==> src/pkg/sac_pkg.sv <==
// Package for the stereo amplifier control register bank.
// Assumes a 10 MHz mclk and an open-drain two-wire serial bus outside.
package sac_pkg;
   localparam logic [6:0] TARGET_ADDR   = 7'h31;
   localparam int         WORD_BITS     = 16;
   localparam int         NUM_RW_REGS   = 6;
   localparam logic [6:0] ADDR_LGAIN    = 7'h00;
   localparam logic [6:0] ADDR_RGAIN    = 7'h01;
   localparam logic [6:0] ADDR_MODE     = 7'h02;
   localparam logic [6:0] ADDR_LVL_TIME = 7'h03;
   localparam logic [6:0] ADDR_LVL_SET  = 7'h04;
   localparam logic [6:0] ADDR_SHUTDOWN = 7'h05;
   localparam logic [6:0] ADDR_ERR      = 7'h06;
   localparam logic [6:0] ADDR_ERR_CLR  = 7'h07;
   localparam logic [6:0] ADDR_SOFT_RST = 7'h08;
   localparam logic [7:0] RST_LGAIN     = 8'h22;
   localparam logic [7:0] RST_RGAIN     = 8'h22;
   localparam logic [7:0] RST_MODE      = 8'h0C;
   localparam logic [7:0] RST_LVL_TIME  = 8'h2B;
   localparam logic [7:0] RST_LVL_SET   = 8'h4B;
   localparam logic [7:0] RST_SHUTDOWN  = 8'h03;
   localparam logic [7:0] RST_ERR       = 8'h00;
   localparam logic [7:0] MASK_MODE     = 8'h3F;
   localparam logic [7:0] MASK_LVL_TIME = 8'h3F;
   localparam logic [7:0] MASK_LVL_SET  = 8'hFF;
   localparam logic [7:0] MASK_SHUTDOWN = 8'h03;
   localparam logic [3:0] MASK_ERR      = 4'hF;
   localparam int         LINK_BIT      = 7;
   localparam int         MUTE_BIT      = 6;
   localparam int         LVL_EN_BIT    = 7;
   localparam logic [5:0] GAIN_MAX_CODE = 6'h2E;

   typedef enum logic [6:0] {
      SAC_IDLE  = 7'b0000001,
      SAC_ADDR  = 7'b0000010,
      SAC_AACK  = 7'b0000100,
      SAC_WBYTE = 7'b0001000,
      SAC_WACK  = 7'b0010000,
      SAC_RBYTE = 7'b0100000,
      SAC_RACK  = 7'b1000000
   } sac_state_t;

   typedef struct packed {
      logic [5:0] left_gain_step;
      logic [5:0] right_gain_step;
      logic       left_mute;
      logic       right_mute;
      logic [7:0] mode_ctrl;
      logic [7:0] lvl_timing;
      logic [7:0] lvl_settings;
      logic [1:0] shutdown;
   } sac_amp_ctrl_t;
endpackage

==> src/core/sac_regs.sv <==
// Serial-bus target and control register bank of a stereo amplifier.
// Assumes scl/sda pins from outside the mclk domain, open-drain sda.
// Function
// RULE1: Gain code steps 0.5 dB from 1 dB; codes 46 and up saturate.
// RULE2: With level control on, left gain code drives both channels.
// RULE3: With level control enabled, gain code writes are ignored.
// RULE4: Left link bit set makes a left gain write load both gains.
// RULE5: Right link bit set makes a right gain write load both gains.
// RULE6: Left mute bit set mutes the left channel input.
// RULE7: Right mute bit set mutes the right channel input.
// RULE8: Control word is 16 bits MSB first: 7 address, 9 data bits.
// RULE9: Target answers at address 0x31; address byte LSB picks read.
// RULE10: Fixed-zero bits read as zero and ignore writes.
`timescale 1ns/1ps
module sac_regs
   import sac_pkg::*;
(
   // Clock and reset
   input  wire logic                   mclk,
   input  wire logic                   rst,
   // Serial bus pins
   input  wire logic                   scl,
   input  wire logic                   sda,
   output logic                        sda_val,
   output logic                        sda_oe,
   // Fault events from the amplifier
   input  wire logic [3:0]             fault,
   // Amplifier controls
   output sac_pkg::sac_amp_ctrl_t      amp_ctrl
);
   import sac_pkg::*;

   function automatic logic [5:0] sat_gain(input logic [5:0] code);
      sat_gain = (code >= GAIN_MAX_CODE) ? GAIN_MAX_CODE : code;
   endfunction

   logic [1:0]    scl_sync_q, sda_sync_q, scl_d2, sda_d2;
   logic [3:0]    flt_a_q, flt_b_q;
   logic          scl_p_q, sda_p_q;
   sac_state_t    st_q, st_d;
   logic [2:0]    bitc_q, bitc_d;
   logic [7:0]    sh_q, sh_d, hi_q, hi_d;
   logic [6:0]    ptr_q, ptr_d;
   logic          idx_q, idx_d, oe_q, oe_d;
   logic [7:0]    regs_q [NUM_RW_REGS];
   logic [7:0]    regs_d [NUM_RW_REGS];
   logic [3:0]    err_q, err_d;
   sac_amp_ctrl_t out_q, out_d;
   logic          rise, fall, start_c, stop_c, wr_en, lvl_on;
   logic [7:0]    nb, wr_data, rd_data;
   logic [6:0]    wr_addr;

   // Pin synchronisers
   assign scl_d2 = {scl_sync_q[0], scl};
   assign sda_d2 = {sda_sync_q[0], sda};
   always_ff @(posedge mclk) begin
      scl_sync_q <= scl_d2;
      sda_sync_q <= sda_d2;
      flt_a_q    <= fault;
      flt_b_q    <= flt_a_q;
   end

   assign rise    = scl_sync_q[1] & ~scl_p_q;
   assign fall    = ~scl_sync_q[1] & scl_p_q;
   assign start_c = scl_sync_q[1] & scl_p_q & sda_p_q & ~sda_sync_q[1];
   assign stop_c  = scl_sync_q[1] & scl_p_q & ~sda_p_q & sda_sync_q[1];
   assign nb      = {sh_q[6:0], sda_sync_q[1]};
   assign lvl_on  = regs_q[4][LVL_EN_BIT];
   assign sda_val = 1'b0;
   assign sda_oe  = oe_q;
   assign amp_ctrl = out_q;

   // Read data by register pointer
   always_comb begin
      case (ptr_q)
         ADDR_LGAIN, ADDR_RGAIN, ADDR_MODE,
         ADDR_LVL_TIME, ADDR_LVL_SET, ADDR_SHUTDOWN:
            rd_data = regs_q[ptr_q[2:0]];
         ADDR_ERR: rd_data = {4'h0, err_q};
         default:  rd_data = 8'h00;
      endcase
   end

   // Bus protocol engine
   always_comb begin
      st_d    = st_q;
      bitc_d  = bitc_q;
      sh_d    = sh_q;
      hi_d    = hi_q;
      ptr_d   = ptr_q;
      idx_d   = idx_q;
      oe_d    = oe_q;
      wr_en   = 1'b0;
      wr_addr = hi_q[7:1];
      wr_data = nb;
      if (start_c) begin
         st_d   = SAC_ADDR;
         bitc_d = 3'h0;
         oe_d   = 1'b0;
      end else if (stop_c) begin
         st_d = SAC_IDLE;
         oe_d = 1'b0;
      end else begin
         case (st_q)
            SAC_IDLE: st_d = SAC_IDLE;
            SAC_ADDR, SAC_WBYTE: if (rise) begin
               sh_d   = nb;
               bitc_d = bitc_q + 3'h1;
               if (bitc_q == 3'h7) begin
                  if (st_q == SAC_ADDR) begin
                     // RULE9 target address match
                     st_d  = (nb[7:1] == TARGET_ADDR) ? SAC_AACK : SAC_IDLE;
                     idx_d = 1'b0;
                  end else if (!idx_q) begin
                     hi_d  = nb;
                     ptr_d = nb[7:1];
                     idx_d = 1'b1;
                     st_d  = SAC_WACK;
                  end else begin
                     // RULE8 word completes write
                     wr_en = 1'b1;
                     idx_d = 1'b0;
                     st_d  = SAC_WACK;
                  end
               end
            end
            SAC_AACK, SAC_WACK: if (fall) begin
               if (!oe_q) begin
                  oe_d = 1'b1;
               end else if (st_q == SAC_AACK && sh_q[0]) begin
                  st_d   = SAC_RBYTE;
                  bitc_d = 3'h0;
                  sh_d   = {ptr_q, 1'b0};
                  oe_d   = ptr_q[6] ? 1'b0 : 1'b1;
               end else begin
                  st_d   = SAC_WBYTE;
                  bitc_d = 3'h0;
                  oe_d   = 1'b0;
               end
            end
            SAC_RBYTE: if (fall) begin
               bitc_d = bitc_q + 3'h1;
               sh_d   = {sh_q[6:0], 1'b0};
               oe_d   = (bitc_q == 3'h7) ? 1'b0 : ~sh_q[6];
               if (bitc_q == 3'h7)
                  st_d = SAC_RACK;
            end
            SAC_RACK: if (rise) begin
               if (sda_sync_q[1])
                  st_d = SAC_IDLE;
               else
                  idx_d = ~idx_q;
            end else if (fall) begin
               st_d   = SAC_RBYTE;
               bitc_d = 3'h0;
               sh_d   = idx_q ? rd_data : {ptr_q, 1'b0};
               oe_d   = idx_q ? ~rd_data[7] : ~ptr_q[6];
            end
            default: st_d = SAC_IDLE;
         endcase
      end
   end

   // Register bank update
   always_comb begin
      regs_d = regs_q;
      // Sticky faults, a new event beats a clear
      err_d  = err_q | flt_b_q;
      if (wr_en) begin
         case (wr_addr)
            ADDR_LGAIN: begin
               // RULE10 bit 8 of the word is dropped
               regs_d[0][7:6] = wr_data[7:6];
               // RULE3 gain locked under level control
               if (!lvl_on) begin
                  regs_d[0][5:0] = wr_data[5:0];
                  // RULE4 left link loads both
                  if (wr_data[LINK_BIT])
                     regs_d[1][5:0] = wr_data[5:0];
               end
            end
            ADDR_RGAIN: begin
               regs_d[1][7:6] = wr_data[7:6];
               if (!lvl_on) begin
                  regs_d[1][5:0] = wr_data[5:0];
                  // RULE5 right link loads both
                  if (wr_data[LINK_BIT])
                     regs_d[0][5:0] = wr_data[5:0];
               end
            end
            // RULE10 fixed zero bits masked
            ADDR_MODE:     regs_d[2] = wr_data & MASK_MODE;
            ADDR_LVL_TIME: regs_d[3] = wr_data & MASK_LVL_TIME;
            ADDR_LVL_SET:  regs_d[4] = wr_data & MASK_LVL_SET;
            ADDR_SHUTDOWN: regs_d[5] = wr_data & MASK_SHUTDOWN;
            ADDR_ERR_CLR:  err_d = flt_b_q & MASK_ERR;
            ADDR_SOFT_RST: begin
               regs_d = '{RST_LGAIN, RST_RGAIN, RST_MODE,
                          RST_LVL_TIME, RST_LVL_SET, RST_SHUTDOWN};
               err_d  = RST_ERR[3:0];
            end
            default: regs_d = regs_q;
         endcase
      end
      // RULE1 saturated gain step
      out_d.left_gain_step  = sat_gain(regs_q[0][5:0]);
      // RULE2 left code shared under level control
      out_d.right_gain_step = lvl_on ? sat_gain(regs_q[0][5:0])
                                     : sat_gain(regs_q[1][5:0]);
      // RULE6 left mute
      out_d.left_mute       = regs_q[0][MUTE_BIT];
      // RULE7 right mute
      out_d.right_mute      = regs_q[1][MUTE_BIT];
      out_d.mode_ctrl       = regs_q[2];
      out_d.lvl_timing      = regs_q[3];
      out_d.lvl_settings    = regs_q[4];
      out_d.shutdown        = regs_q[5][1:0];
   end

   always_ff @(posedge mclk) begin
      if (rst) begin
         scl_p_q <= 1'b1;
         sda_p_q <= 1'b1;
         st_q    <= SAC_IDLE;
         bitc_q  <= 3'h0;
         sh_q    <= 8'h00;
         hi_q    <= 8'h00;
         ptr_q   <= 7'h00;
         idx_q   <= 1'b0;
         oe_q    <= 1'b0;
         regs_q  <= '{RST_LGAIN, RST_RGAIN, RST_MODE,
                      RST_LVL_TIME, RST_LVL_SET, RST_SHUTDOWN};
         err_q   <= RST_ERR[3:0];
         out_q   <= '0;
      end else begin
         scl_p_q <= scl_sync_q[1];
         sda_p_q <= sda_sync_q[1];
         st_q    <= st_d;
         bitc_q  <= bitc_d;
         sh_q    <= sh_d;
         hi_q    <= hi_d;
         ptr_q   <= ptr_d;
         idx_q   <= idx_d;
         oe_q    <= oe_d;
         regs_q  <= regs_d;
         err_q   <= err_d;
         out_q   <= out_d;
      end
   end

   a_gain_sat: assert property (@(posedge mclk) disable iff (rst) // RULE1
      regs_q[0][5:0] >= GAIN_MAX_CODE |=> out_q.left_gain_step == 6'h2E)
      else $error("gain code did not saturate");
   a_alc_share: assert property (@(posedge mclk) disable iff (rst) // RULE2
      lvl_on |=> out_q.right_gain_step == out_q.left_gain_step)
      else $error("right gain not following left under level control");
   a_gain_lock: assert property (@(posedge mclk) disable iff (rst) // RULE3
      wr_en && lvl_on && wr_addr != ADDR_SOFT_RST
      |=> $stable(regs_q[0][5:0]) && $stable(regs_q[1][5:0]))
      else $error("gain changed while locked");
   a_left_link: assert property (@(posedge mclk) disable iff (rst) // RULE4
      wr_en && wr_addr == ADDR_LGAIN && !lvl_on && wr_data[7]
      |=> regs_q[1][5:0] == $past(wr_data[5:0]))
      else $error("left link did not load right gain");
   a_right_link: assert property (@(posedge mclk) disable iff (rst) // RULE5
      wr_en && wr_addr == ADDR_RGAIN && !lvl_on && wr_data[7]
      |=> regs_q[0][5:0] == $past(wr_data[5:0]))
      else $error("right link did not load left gain");
   a_left_mute: assert property (@(posedge mclk) disable iff (rst) // RULE6
      wr_en && wr_addr == ADDR_LGAIN
      |-> ##2 out_q.left_mute == $past(wr_data[MUTE_BIT], 2))
      else $error("left mute not applied");
   a_right_mute: assert property (@(posedge mclk) disable iff (rst) // RULE7
      regs_q[1][6] |=> out_q.right_mute)
      else $error("right mute not applied");
   a_word_end: assert property (@(posedge mclk) disable iff (rst) // RULE8
      wr_en |-> st_q == SAC_WBYTE && idx_q && bitc_q == 3'h7 && rise)
      else $error("write outside second data byte");
   a_addr_ack: assert property (@(posedge mclk) disable iff (rst) // RULE9
      st_q == SAC_AACK |-> sh_q[7:1] == TARGET_ADDR)
      else $error("acknowledged a foreign address");
   a_zero_bits: assert property (@(posedge mclk) disable iff (rst) // RULE10
      regs_q[5][7:2] == 6'h00 && regs_q[2][7:6] == 2'h0)
      else $error("fixed zero bit set");
endmodule

==> config.mk <==
export PLATFORM = sky130hd
export DESIGN_NAME = sac_regs
export DESIGN_NICKNAME = d
export VERILOG_FILES = /design/src/pkg/sac_pkg.sv /design/src/core/sac_regs.sv
export SDC_FILE = /design/constraint.sdc
export NUM_CORES = 1
export LEC_CHECK = 0
export ABC_AREA = 1
export BUFFER_PORTS_ARGS = -buffer_cell sky130_fd_sc_hd__buf_2
export CAP_MARGIN = 20
export CORE_ASPECT_RATIO = 2
export CORE_MARGIN = 5
export CORE_UTILIZATION = 35
export DETAILED_ROUTE_END_ITERATION = 6
export PLACE_DENSITY = 0.55
export REMOVE_ABC_BUFFERS = 1
export SLEW_MARGIN = 15
export SYNTH_ARGS = -nofsm -noshare
export SYNTH_HDL_FRONTEND = slang
export SYNTH_SLANG_ARGS = --single-unit
==> constraint.sdc <==
create_clock -name mclk -period 2.4 [get_ports mclk]
set_input_delay 0.36 -clock mclk [delete_from_list [all_inputs] [get_ports mclk]]
set_output_delay 0.36 -clock mclk [all_outputs]
set_load 0.02 [all_outputs]
# Yosys cells after proc, flatten, opt, wreduce, memory -nomap -nowiden
# Index checks and enable logic that the tools add are counted.
[word_totals] regBits=140 in_bits=8 out_inout_bits=42 elab_cells=209
[classes] add_sub_neg=1 n_lt_le_gt_ge=3 eq_ne=46 mux=75 bitwise_logic=20 n_reduce_logical=33
[ops] op="7-bit two-way mux" count=17
[ops] op="8-bit one-hot mux with 2 select lines" count=5
[ops] op="7-bit one-hot mux with 4 select lines" count=2
[ops] op="7-bit by 3-bit equality test with 1-bit output, second input constant" count=7
[ops] op="6-bit two-way mux" count=7
[ops] op="6-bit one-hot mux with 3 select lines" count=2
[ops] op="7-bit by 2-bit equality test with 1-bit output, second input constant" count=5
[ops] op="2-bit != test, second input constant" count=15
[ops] op="8-bit binary-select mux with 3-bit select" count=1
[ops] op="4-bit != test, second input constant" count=6
[ops] op="8-bit AND reduction" count=3
[ops] op="1-bit two-way mux" count=22
[ops] op="3-bit two-way mux" count=7
[ops] op="8-bit two-way mux" count=2
[ops] op="5-bit AND reduction" count=3
[ops] op="7-bit by 1-bit equality test with 1-bit output, second input constant" count=2
[ops] op="7-bit by 4-bit equality test with 1-bit output, second input constant" count=2
[ops] op="7-bit by 6-bit equality test with 1-bit output, second input constant" count=2
[ops] op="7-bit zero test" count=2
[ops] op="7-bit AND reduction" count=2
[ops] op="2-bit nonzero test" count=7
[ops] op="6-bit greater-or-equal comparator, second input constant" count=2
[ops] op="3-bit one-hot mux with 4 select lines" count=1
[ops] op="2-bit AND reduction" count=6
[ops] op="25 further kinds" count=48

# Logic depth before layout (Yosys ltp)
# Gate-level depths: netlist (run 1).
[logic_depth] word_depth=10 ltp_mapped=15 ltp_nobuf=14

# Least setup slack after synthesis (run 1)
# OpenSTA, ideal clock, no wires.
[synth_path] kind="reg2reg" from="reg scl_sync_q[1]" to="reg regs_q, in the netlist out_d[20]" setup_ns=0.120 arrival_time_ns=1.701 required_ns=2.280 setup_slack_ns=0.579 stages_incl_launch_ff=12 n_path_buf=2 period_less_slack_ns=1.821 cell_sequence="dfxtp_1 ha_1 inv_1 nor3_1 nor2_1 nand3_1 nor3_4 buf_6 nand2_1 buf_2 a21oi_1 o21ai_1"
[synth_between] elab_chain_cells=6 elab_cells_between_ends=11 classes_between="mux: 4; bitwise: 6; reduce/logical: 1"
[synth_rtl] element="from (decl)" line="sac_regs.sv:37" rtl="logic [1:0] scl_sync_q, sda_sync_q, scl_d2, sda_d2;"
[synth_rtl] element="from (signal assigned)" line="sac_regs.sv:57" rtl="scl_sync_q <= scl_d2;"
[synth_rtl] element="1-bit bitwise AND, on equally long branches" line="sac_regs.sv:63, sac_regs.sv:65, sac_regs.sv:66"
[synth_rtl] element="1-bit two-way mux / 1-bit bitwise AND (equally long branches)" line="sac_regs.sv:106, sac_regs.sv:66"
[synth_rtl] element="1-bit two-way mux / 1-bit bitwise AND (equally long branches)" line="sac_regs.sv:104, sac_regs.sv:66"
[synth_rtl] element="1-bit two-way mux" line="sac_regs.sv:100" rtl="end else if (stop_c) begin"
[synth_rtl] element="1-bit two-way mux *" line="sac_regs.sv:96" rtl="if (start_c) begin"
[synth_rtl] element="2-bit AND reduction (no line) *"
[synth_rtl] element="to (signal assigned)" line="sac_regs.sv:231" rtl="regs_q <= '{RST_LGAIN, RST_RGAIN, RST_MODE,"
[synth_rtl] element="to (signal assigned)" line="sac_regs.sv:245" rtl="regs_q <= regs_d;"
[synth_rtl] element="to (decl)" line="sac_regs.sv:45" rtl="logic [7:0] regs_q [NUM_RW_REGS];"
# Every way passes the cells marked *; elsewhere a longest branch is shown, timed or not.
# A chain may end at the register's enable or synchronous reset.

# Worst setup path after layout (run 1)
[layout_path] from="reg hi_q[1]" to="reg regs_q, in the netlist out_d[6]"
[layout_between] elab_chain_cells=3 elab_cells_between_ends=5 classes_between="eq/ne: 2; mux: 1; reduce/logical: 2"
[layout_rtl] element="from (decl)" line="sac_regs.sv:42" rtl="logic [7:0] sh_q, sh_d, hi_q, hi_d;"
[layout_rtl] element="from (signal assigned)" line="sac_regs.sv:241" rtl="hi_q <= hi_d;"
[layout_rtl] element="7-bit by 4-bit equality test with 1-bit output / 7-bit by 3-bit equality test with 1-bit output (equally long branches)" line="sac_regs.sv:170" rtl="case (wr_addr)"
[layout_rtl] element="2-bit nonzero test (no line)"
[layout_rtl] element="2-bit AND reduction (no line)"
# Several ways; a longest one is shown, not always the timed one.

==> flow_metrics.env, run 1 <==
export IMPL_status="finished, final reports clean"
export IMPL_syn_inst=753
export IMPL_fmax_mhz=477
export IMPL_grt_pass1_wl_um=25300
export IMPL_setup_viol=0
export IMPL_worst_r2r_setup_slack_ns=0.30
export IMPL_worstHoldStart="fault[1]"
export IMPL_antenna_found_initial=0
export IMPL_vias=4934
export IMPL_synthTopCellsByCount="163 x nand2_1, 154 x nor2_1, 118 x dfxtp_1"
export IMPL_grt_pass1_vias=4869
export IMPL_path_max_fanout=9
export IMPL_synth_top_area_cell="dfxtp_1"
export IMPL_rsz0062_at_grt="no"
export IMPL_wl_per_cell_um=15.5
export IMPL_fin_ws_ns=0.302
export IMPL_ioPinCount=50
export IMPL_reg2reg_from="hi_q[1]$_SDFFE_PP0P_"
export IMPL_place_hpwl_um=12100
export IMPL_grt_ovfl_total=0
export IMPL_synth_seq_cells=118
export IMPL_post_route_min_period_ns=2.10
export IMPL_dr_pass1_iters=5
export IMPL_seq_area_frac_synth_pct=44.9
export IMPL_reg2reg_depth=10
export IMPL_end_kind="register"
export IMPL_clock_path_buffers=2
export IMPL_min_path_type="input port to register"
export IMPL_required_ns=2.70
export IMPL_postCtsSetupBuffers=0
export IMPL_final_fill_count=1632
export IMPL_coreArea_mm2=0.0148
export IMPL_max_cap_violations=0
export IMPL_synth_area_mm2=0.00526
export IMPL_place_gp_congestion=0.952
export IMPL_grt_max_degree=43
export IMPL_yosys_warnings=0
export IMPL_min_period_over_period_pct=87.4
export IMPL_vdd_drop_max_v=0.000446
export IMPL_tns_ns=0
export IMPL_hold_path_depth=1
export IMPL_final_max_slew_viol_count=0
export IMPL_p_leak_uw=0.00308
export IMPL_min_to="flt_a_q[1]$_DFF_P_"
export IMPL_h_tree_depth=4
export IMPL_numCtsBuffers=17
export IMPL_synthToLayoutAreaGrowth_pct=20.4
export IMPL_diodes=0
export IMPL_hold_buffers=0
export IMPL_critical_path_class="register to register"
export IMPL_dr_first_iter_drc_count=293
export IMPL_skew_ns=0.00766
export IMPL_totalWireLength_um=15800
export IMPL_drc=0
export IMPL_hold_viol=0
export IMPL_num_rows=63
export IMPL_via_per_inst=4.84
export IMPL_cts_root_buffer="clkbuf_16"
export IMPL_final_util_pct=42.8
export IMPL_port_buffers=44
export IMPL_synthArstFlopShare_pct=0
export IMPL_drive_gt1_share_pct=15.5
export IMPL_cts_sinks=118
export IMPL_grt_use_total_pct=18.3
export IMPL_worstPathArrival_ns=2.40
export IMPL_slew_headroom_pct=65.2
export IMPL_clk_pin_slew_ns=0.06
export IMPL_nNetsFinal=824
export IMPL_synth_distinct_cells=37
export IMPL_timing_rr_end="out_d[6]$_SDFFE_PP0P_"
export IMPL_syn_avg_cell_area_um2=6.99
export IMPL_cts_tree="yes"
export IMPL_ant_nets=0
export IMPL_holdWs_ns=0.0455
export IMPL_tightest_slew_ns=0.517
export IMPL_post_cts_resized=0
export IMPL_ys_top_cells_by_area="dfxtp_1 45%, nand2_1 12%, nor2_1 11%, inv_1 6.2%, o21ai_0 4.1%"
export IMPL_synth_edf_count=0
export IMPL_design_die_area_mm2=0.0177
export IMPL_yosysMostFrequentCell="nand2_1"
export IMPL_cp_start_kind="register"
export IMPL_synth_main_ff_cell="dfxtp_1"
export IMPL_initial_core_util_pct=35.5
export IMPL_die_h_um=183
export IMPL_clk_latency_ns=0.41
export IMPL_netlist_area_leader_share_pct=44.9
export IMPL_die_x_um=96.7
export IMPL_power_density_mw_per_mm2=756
export IMPL_dp_slack_ns=0.323
layout make-up:
class	count	area, µm²	area share, %
Multi-Input combinational cell	514	2380	37.6
Clock inverter	13	174	2.74
Inverter	95	357	5.63
Sequential cell	118	2360	37.3
Clock buffer	19	443	6.99
Tap cell	195	244	3.85
Timing Repair Buffer	65	378	5.96
metal layers:
| metal | GRT usage (%) | wire length [µm] | share of wire [%] |
|---|---|---|---|
| met5 | 0 | 0 | 0 |
| met4 | 12.7 | 1040 | 6.6 |
| met3 | 3.68 | 481 | 3.0 |
| met2 | 36.9 | 9090 | 58 |
| met1 | 15.4 | 5170 | 33 |
state kept, by name, summed over array words and instances (netlist names), 2 cells and up:
| register | flops |
|---|---|
| out_d | 23 |
| regs_q | 14 |
| flt_a_q | 4 |
| st_q | 7 |
| flt_b_q | 4 |
| hi_q | 7 |
| scl_sync_q | 2 |
| sh_q | 7 |
| sda_sync_q | 2 |
| bitc_q | 3 |
| err_q | 4 |
| amp_ctrl | 36 |
how the worst max path moves through the flow:
stage / endpoint / slack (ns) / startpoint
2_1_floorplan: lvl_on$_SDFFE_PP0P_ / 0.38 / scl_sync_q[1]$_DFF_P_
3_3_place_gp: out_d[6]$_SDFFE_PP0P_ / 0.35 / scl_sync_q[1]$_DFF_P_
3_5_place_dp: out_d[6]$_SDFFE_PP0P_ / 0.32 / scl_sync_q[1]$_DFF_P_
4_1_cts: out_d[6]$_SDFFE_PP0P_ / 0.30 / scl_sync_q[1]$_DFF_P_
5_1_grt: out_d[6]$_SDFFE_PP0P_ / 0.03 / scl_sync_q[1]$_DFF_P_
6_report: out_d[6]$_SDFFE_PP0P_ / 0.30 / hi_q[1]$_SDFFE_PP0P_
power breakdown:
part	internal, µW	switching [µW]	leakage (µW)
Sequential	1990	14.9	0.000964
Clock	1670	967	0.000290
Combinational	38.2	103	0.00182
cell families after synthesis:
family	synth area share [%]
other	0.0713
AND/OR/NAND/NOR	30.8
buffers and inverters	10.2
adder cells (fa/ha/maj)	1.19
flip-flops	44.9
AO/OA/AOI/OAI	12.9
per-stage QoR:
stage	instances	area (µm²)	power, µW
after floorplan	727	5100	2130
after global placement	987	5720	2190
after detailed placement	987	5720	2190
after CTS	1019	6340	4840
after global routing	1019	6340	4940
final	1019	6340	4790
cell usage in the layout, fill, tap and decap left out, types with 3 or more instances in the layout:
cell type   count
nand2_2        10
o22ai_1         6
ha_1            5
a21oi_1        42
a22oi_1         3
inv_1          87
a211oi_1        6
dfxtp_1       118
nand3_1        32
nor2_2          4
o211ai_1       10
o21ai_0        43
inv_2           7
clkinv_4        6
nor2_1        154
bufinv_16       3
clkbuf_16      17
nand4_1         4
buf_2          44
clkinvlp_4      3
nand2_1       163
nor3_1          4
buf_4          21
conb_1          5
o21ai_1         6
critical path, stage by stage (launching register included):
cell and delay [ns]:
dfxtp_1 0.45, nor2_8 0.24, nand2_2 0.10, nor3_4 0.18, buf_4 0.20, inv_2 0.09
o21ai_1 0.20, nand2_1 0.11, buf_4 0.19, o21ai_0 0.16, a21oi_1 0.06
Power figures use the tool's default switching activity.
==> inputs of run 2 (changes only) <==
==> constraint.sdc (replaced) <==
create_clock -name mclk -period 2.4 [get_ports mclk]
set_input_delay 0.48 -clock mclk [delete_from_list [all_inputs] [get_ports mclk]]
set_output_delay 0.48 -clock mclk [all_outputs]
set_load 0.02 [all_outputs]
==> run 2 against run 1 <==
  * Sequential share of layout area about the same
  * Combinational power about the same
  * Maximum frequency decreased by 2.0%
  * Routed wire length decreased by 1.9%
  * Critical endpoint is now regs_q[44]$_SDFFE_PP0P_
  * Global-route usage about the same
  * Core utilization hardly changed
  * Critical path type unchanged
  * Sequential power about the same
  * Critical path depth unchanged
  * First-iteration DRC count decreased by 22%
  * Highest routed layer unchanged
==> flow_metrics.env, run 2 (synthesis results as in run 1) <==
export IMPL_status="finished, final reports clean"
export IMPL_rsz0062_at_grt="no"
export IMPL_most_common_layout_cells="163 x nand2_1, 153 x nor2_1, 118 x dfxtp_1"
export IMPL_dr_first_iter_drc_count=228
export IMPL_cts_sinks=118
export IMPL_antenna_found_initial=0
export IMPL_final_fill_count=1608
export IMPL_cpMostUsedCell="nor2_1"
export IMPL_coreArea_mm2=0.0148
export IMPL_worstHoldStart="scl"
export IMPL_place_hpwl_um=12000
export IMPL_hold_viol=0
export IMPL_tns_ns=0
export IMPL_grt_ovfl_total=0
export IMPL_path_max_fanout=11
export IMPL_hold_path_depth=1
export IMPL_num_rows=63
export IMPL_min_path_type="input port to register"
export IMPL_final_max_slew_viol_count=0
export IMPL_h_tree_depth=4
export IMPL_reg2reg_depth=10
export IMPL_grt_use_total_pct=18.2
export IMPL_synthToLayoutAreaGrowth_pct=20.4
export IMPL_min_to="scl_sync_q[0]$_DFF_P_"
export IMPL_slew_headroom_pct=63.7
export IMPL_postCtsSetupBuffers=0
export IMPL_die_h_um=183
export IMPL_crit_family="simple AND/OR/NAND/NOR gates"
export IMPL_fin_ws_ns=0.259
export IMPL_largest_reg_flops=36
export IMPL_cts_tree="yes"
export IMPL_clock_path_buffers=2
export IMPL_initial_core_util_pct=35.5
export IMPL_multiInputGateArea_mm2=0.00238
export IMPL_required_ns=2.71
export IMPL_dp_slack_ns=0.181
export IMPL_nNetsFinal=823
export IMPL_drive_gt1_share_pct=15.1
export IMPL_timing_rr_end="regs_q[44]$_SDFFE_PP0P_"
export IMPL_vias=4844
export IMPL_reg2reg_from="scl_sync_q[1]$_DFF_P_"
export IMPL_wl_per_cell_um=15.2
export IMPL_p_leak_uw=0.00308
export IMPL_crit_path_cell_trace="ha_1 -> inv_1 -> nor3_1 -> nor2_2 -> nand3_1 -> nor3_4 -> buf_4 -> nand3b_2 -> nor2_1 -> nor2_1"
export IMPL_min_period_over_period_pct=89.2
export IMPL_setup_viol=0
export IMPL_critPathBufInv=2
export IMPL_grt_max_degree=43
export IMPL_place_gp_congestion=0.919
export IMPL_post_route_min_period_ns=2.14
export IMPL_clk_latency_ns=0.42
export IMPL_worstPathArrival_ns=2.45
export IMPL_worst_r2r_setup_slack_ns=0.26
export IMPL_register_area_mm2=0.00236
export IMPL_dp_cells=986
export IMPL_tightest_slew_ns=0.543
export IMPL_design_die_area_mm2=0.0177
export IMPL_dr_pass1_iters=5
export IMPL_via_per_inst=4.76
export IMPL_end_kind="register"
export IMPL_ioPinCount=50
export IMPL_totalWireLength_um=15500
export IMPL_vdd_drop_max_v=0.000503
export IMPL_critical_path_class="register to register"
export IMPL_final_common_cell="nand2_1"
export IMPL_grt_pass1_wl_um=25100
export IMPL_fmax_mhz=467
export IMPL_cp_start_kind="register"
export IMPL_numCtsBuffers=17
export IMPL_max_cap_violations=0
export IMPL_die_x_um=96.7
export IMPL_grt_pass1_vias=5001
export IMPL_power_density_mw_per_mm2=761
export IMPL_crit_path_top_delay_cell="dfxtp_1"
export IMPL_cts_root_buffer="clkbuf_16"
export IMPL_skew_ns=0.00867
export IMPL_final_cells=1018
export IMPL_diodes=0
export IMPL_max_stage_delay_ns=0.32
export IMPL_ant_nets=0
export IMPL_clk_pin_slew_ns=0.06
export IMPL_port_buffers=44
export IMPL_drc=0
## run 2: cell count changes in the layout (fill, tap and decap cells not counted), moves of 2 or more
cell	before	now
clkbuf_1	1	5
clkinv_2	0	2
clkinv_4	6	1
clkinvlp_4	3	1
## run 2: worst max-delay path by stage
| stage | from | endpoint | depth (start not counted) |
|---|---|---|---|
| 2_1_floorplan | scl_sync_q[1]$_DFF_P_ | lvl_on$_SDFFE_PP0P_ | 9 |
| 3_3_place_gp | scl_sync_q[1]$_DFF_P_ | regs_q[44]$_SDFFE_PP0P_ | 10 |
| 3_5_place_dp | scl_sync_q[1]$_DFF_P_ | regs_q[44]$_SDFFE_PP0P_ | 10 |
| 4_1_cts | scl_sync_q[1]$_DFF_P_ | regs_q[44]$_SDFFE_PP0P_ | 10 |
| 5_1_grt | scl_sync_q[1]$_DFF_P_ | out_d[3]$_SDFFE_PP1P_ | 11 |
| 6_report | scl_sync_q[1]$_DFF_P_ | regs_q[44]$_SDFFE_PP0P_ | 10 |
## run 2: per-layer routing
| metal | track usage (%) | vias to the layer above | part of all wire, % |
|---|---|---|---|
| met5 | 0 | - | 0 |
| met4 | 15.5 | 0 | 8.3 |
| met3 | 3.87 | 69 | 3.2 |
| met2 | 35.3 | 124 | 55 |
| met1 | 15.4 | 2166 | 34 |
| li1 | - | 2485 | - |
## run 2: final cells by class
cell class                      count  area share (%)
Inverter                           95            5.63
Multi-Input combinational cell    514            37.6
Clock inverter                      8            2.31
Tap cell                          195            3.85
Timing Repair Buffer               64            5.85
Clock buffer                       24            7.45
Sequential cell                   118            37.3
## run 2: timing repair
item,4_1_cts,5_1_grt
hold buffers,0,0
hold endpoints to repair,0,0
setup endpoints to repair,0,8
resized for setup,0,1
## run 2: power breakdown
part	internal [µW]	switching [µW]
clock	1790	881
combinational	39.5	103
sequential	2000	14.5
## run 2: metrics by stage
stage | hold slack [ns] | cell area (µm²) | utilization, % | power [µW]
2_1_floorplan | 0.310 | 5100 | - | 2130
3_3_place_gp | 0.312 | 5710 | 38.6 | 2190
3_5_place_dp | 0.312 | 5710 | 38.6 | 2200
4_1_cts | 0.135 | 6330 | 42.7 | 4870
5_1_grt | 0.145 | 6330 | 42.7 | 4960
6_report | 0.153 | 6330 | 42.7 | 4820
==> inputs of run 3 (changes only) <==
--- a/config.mk
+++ b/config.mk
@@ -11,6 +11,7 @@
 export CORE_ASPECT_RATIO = 2
 export CORE_MARGIN = 5
 export CORE_UTILIZATION = 35
+export CTS_CLUSTER_DIAMETER = 200
 export DETAILED_ROUTE_END_ITERATION = 6
 export PLACE_DENSITY = 0.55
 export REMOVE_ABC_BUFFERS = 1
==> constraint.sdc (replaced) <==
create_clock -name mclk -period 2.71 [get_ports mclk]
set_input_delay 0.542 -clock mclk [delete_from_list [all_inputs] [get_ports mclk]]
set_output_delay 0.542 -clock mclk [all_outputs]
set_load 0.02 [all_outputs]
==> run 3 against run 2 <==
  * Global-route usage is 0.13 points higher
  * Worst setup slack gained 0.18 ns
  * Clock skew is 0.0024 ns lower
  * Final area shrank 0.89%
  * Routed wire length rose by 0.78%
  * Worst hold slack gained 0.073 ns
==> flow_metrics.env, run 3 (synthesis results as in run 1) <==
export IMPL_holdWs_ns=0.225
export IMPL_p_seq_share_pct=41.7
export IMPL_h_tree_depth=4
export IMPL_crit_family="simple AND/OR/NAND/NOR gates"
export IMPL_reg2reg_from="scl_sync_q[1]$_DFF_P_"
export IMPL_diodes=0
export IMPL_cts_tree="yes"
export IMPL_slew_headroom_pct=59.1
export IMPL_clockPowerShare_pct=55.3
export IMPL_clock_path_buffers=2
export IMPL_most_common_layout_cells="163 x nand2_1, 154 x nor2_1, 118 x dfxtp_1"
export IMPL_min_path_type="input port to register"
export IMPL_critical_path_class="register to register"
export IMPL_die_x_um=96.7
export IMPL_switchingPower_uw=883
export IMPL_synthToLayoutAreaGrowth_pct=19.3
export IMPL_setup_viol=0
export IMPL_ioPinCount=50
export IMPL_power_density_mw_per_mm2=679
export IMPL_drc=0
export IMPL_hold_buffers=0
export IMPL_rsz0062_at_grt="no"
export IMPL_worstPathArrival_ns=2.57
export IMPL_critPathBufInv=2
export IMPL_clk_pin_slew_ns=0.05
export IMPL_max_stage_delay_ns=0.32
export IMPL_tns_ns=0
export IMPL_design_die_area_mm2=0.0177
export IMPL_worstHoldStart="fault[1]"
export IMPL_end_kind="register"
export IMPL_clk_latency_ns=0.42
export IMPL_hold_viol=0
export IMPL_fmax_mhz=440
export IMPL_place_hpwl_um=12000
export IMPL_port_buffers=44
export IMPL_initial_core_util_pct=35.5
export IMPL_grt_pass1_vias=4907
export IMPL_p_int_uw=3380
export IMPL_antenna_found_initial=0
export IMPL_vias=4842
export IMPL_grt_ovfl_total=0
export IMPL_largest_reg_flops=36
export IMPL_required_ns=3.00
export IMPL_min_period_over_period_pct=83.9
export IMPL_path_max_fanout=12
export IMPL_dr_first_iter_drc_count=227
export IMPL_final_max_slew_viol_count=0
export IMPL_totalWireLength_um=15600
export IMPL_wl_per_cell_um=15.4
export IMPL_dr_pass1_iters=4
export IMPL_cts_sinks=118
export IMPL_crit_path_cell_trace="ha_1 -> inv_1 -> nor3_1 -> nor2_1 -> nand3_1 -> nor3_4 -> buf_4 -> nand2_1 -> o21ai_0 -> a21oi_1"
export IMPL_numCtsBuffers=17
export IMPL_dp_slack_ns=0.465
export IMPL_num_rows=63
export IMPL_p_sw_share_pct=20.7
export IMPL_postCtsSetupBuffers=0
export IMPL_drive_gt1_share_pct=14.3
export IMPL_max_cap_violations=0
export IMPL_vdd_drop_max_v=0.000400
export IMPL_grt_max_degree=25
export IMPL_cp_start_kind="register"
export IMPL_grt_pass1_wl_um=25200
export IMPL_p_leak_uw=0.00305
export IMPL_tightest_slew_ns=0.612
export IMPL_startpoint="scl_sync_q[1]$_DFF_P_"
export IMPL_place_gp_congestion=0.906
export IMPL_nNetsFinal=816
export IMPL_post_route_min_period_ns=2.27
export IMPL_post_cts_resized=0
export IMPL_p_comb_share_pct=3.0
export IMPL_fin_ws_ns=0.436
export IMPL_coreArea_mm2=0.0148
export IMPL_ant_nets=0
export IMPL_status="finished, final reports clean"
export IMPL_crit_path_top_delay_cell="dfxtp_1"
export IMPL_grt_use_total_pct=18.4
export IMPL_skew_ns=0.00624
export IMPL_die_h_um=183
export IMPL_final_common_cell="nand2_1"
export IMPL_cts_root_buffer="clkbuf_16"
export IMPL_final_util_pct=42.4
export IMPL_via_per_inst=4.79
run 3: cell count changes in the layout (fill, tap and decap cells not counted), sizes merged:
cell      change
clkinvlp      -1
buf           -7
clkbuf        -1
clkinv        +2
run 3: worst reg2reg max path: stages, from the launching register on:
cell     delay (ns)
dfxtp_1        0.32
ha_1           0.19
inv_1          0.08
nor3_1         0.09
nor2_1         0.25
nand3_1        0.22
nor3_4         0.22
buf_4          0.24
nand2_1        0.26
o21ai_0        0.24
a21oi_1        0.05
run 3: path summary, 6_finish.rpt:
check                           cells past startpoint  slack (ns)                     end
worst max-delay path                               10        0.44  out_d[18]$_SDFFE_PP0P_
worst min-delay path                                1        0.23      flt_a_q[1]$_DFF_P_
worst max register to register                     10        0.44  out_d[18]$_SDFFE_PP0P_
worst min register to register                      0        0.32   sda_sync_q[1]$_DFF_P_
run 3: routing by layer:
layer  track usage, %  share of wire [%]  vias to the layer above
li1                 -                  -                     2464
met1             15.3                 33                     2170
met2             35.6                 56                      141
met3             4.25                3.5                       67
met4             15.3                7.4                        0
met5                0                  0                        -
run 3: power by group through the flow:
stage	Clock, µW	Sequential [µW]	Combinational, µW
2_1_floorplan	0	1830	55.8
3_3_place_gp	0	1820	128
4_1_cts	2400	1780	129
6_report	2360	1780	127
3_5_place_dp	0	1820	128
5_1_grt	2470	1780	142
run 3: cell type report:
cell class / count / area, µm²
multi-input combinational: 514 / 2380
sequential: 118 / 2360
clock buffer: 23 / 468
tap: 195 / 244
fill: 1619 / 8540
clock inverter: 9 / 149
inverter: 95 / 357
timing repair buffer: 57 / 318
run 3: metrics by stage:
stage | instances | power, µW | cell area, µm²
after detailed placement | 979 | 1940 | 5660
final | 1011 | 4270 | 6280
after global routing | 1011 | 4400 | 6280
after floorplan | 727 | 1890 | 5100
after global placement | 979 | 1940 | 5660
after CTS | 1011 | 4310 | 6280
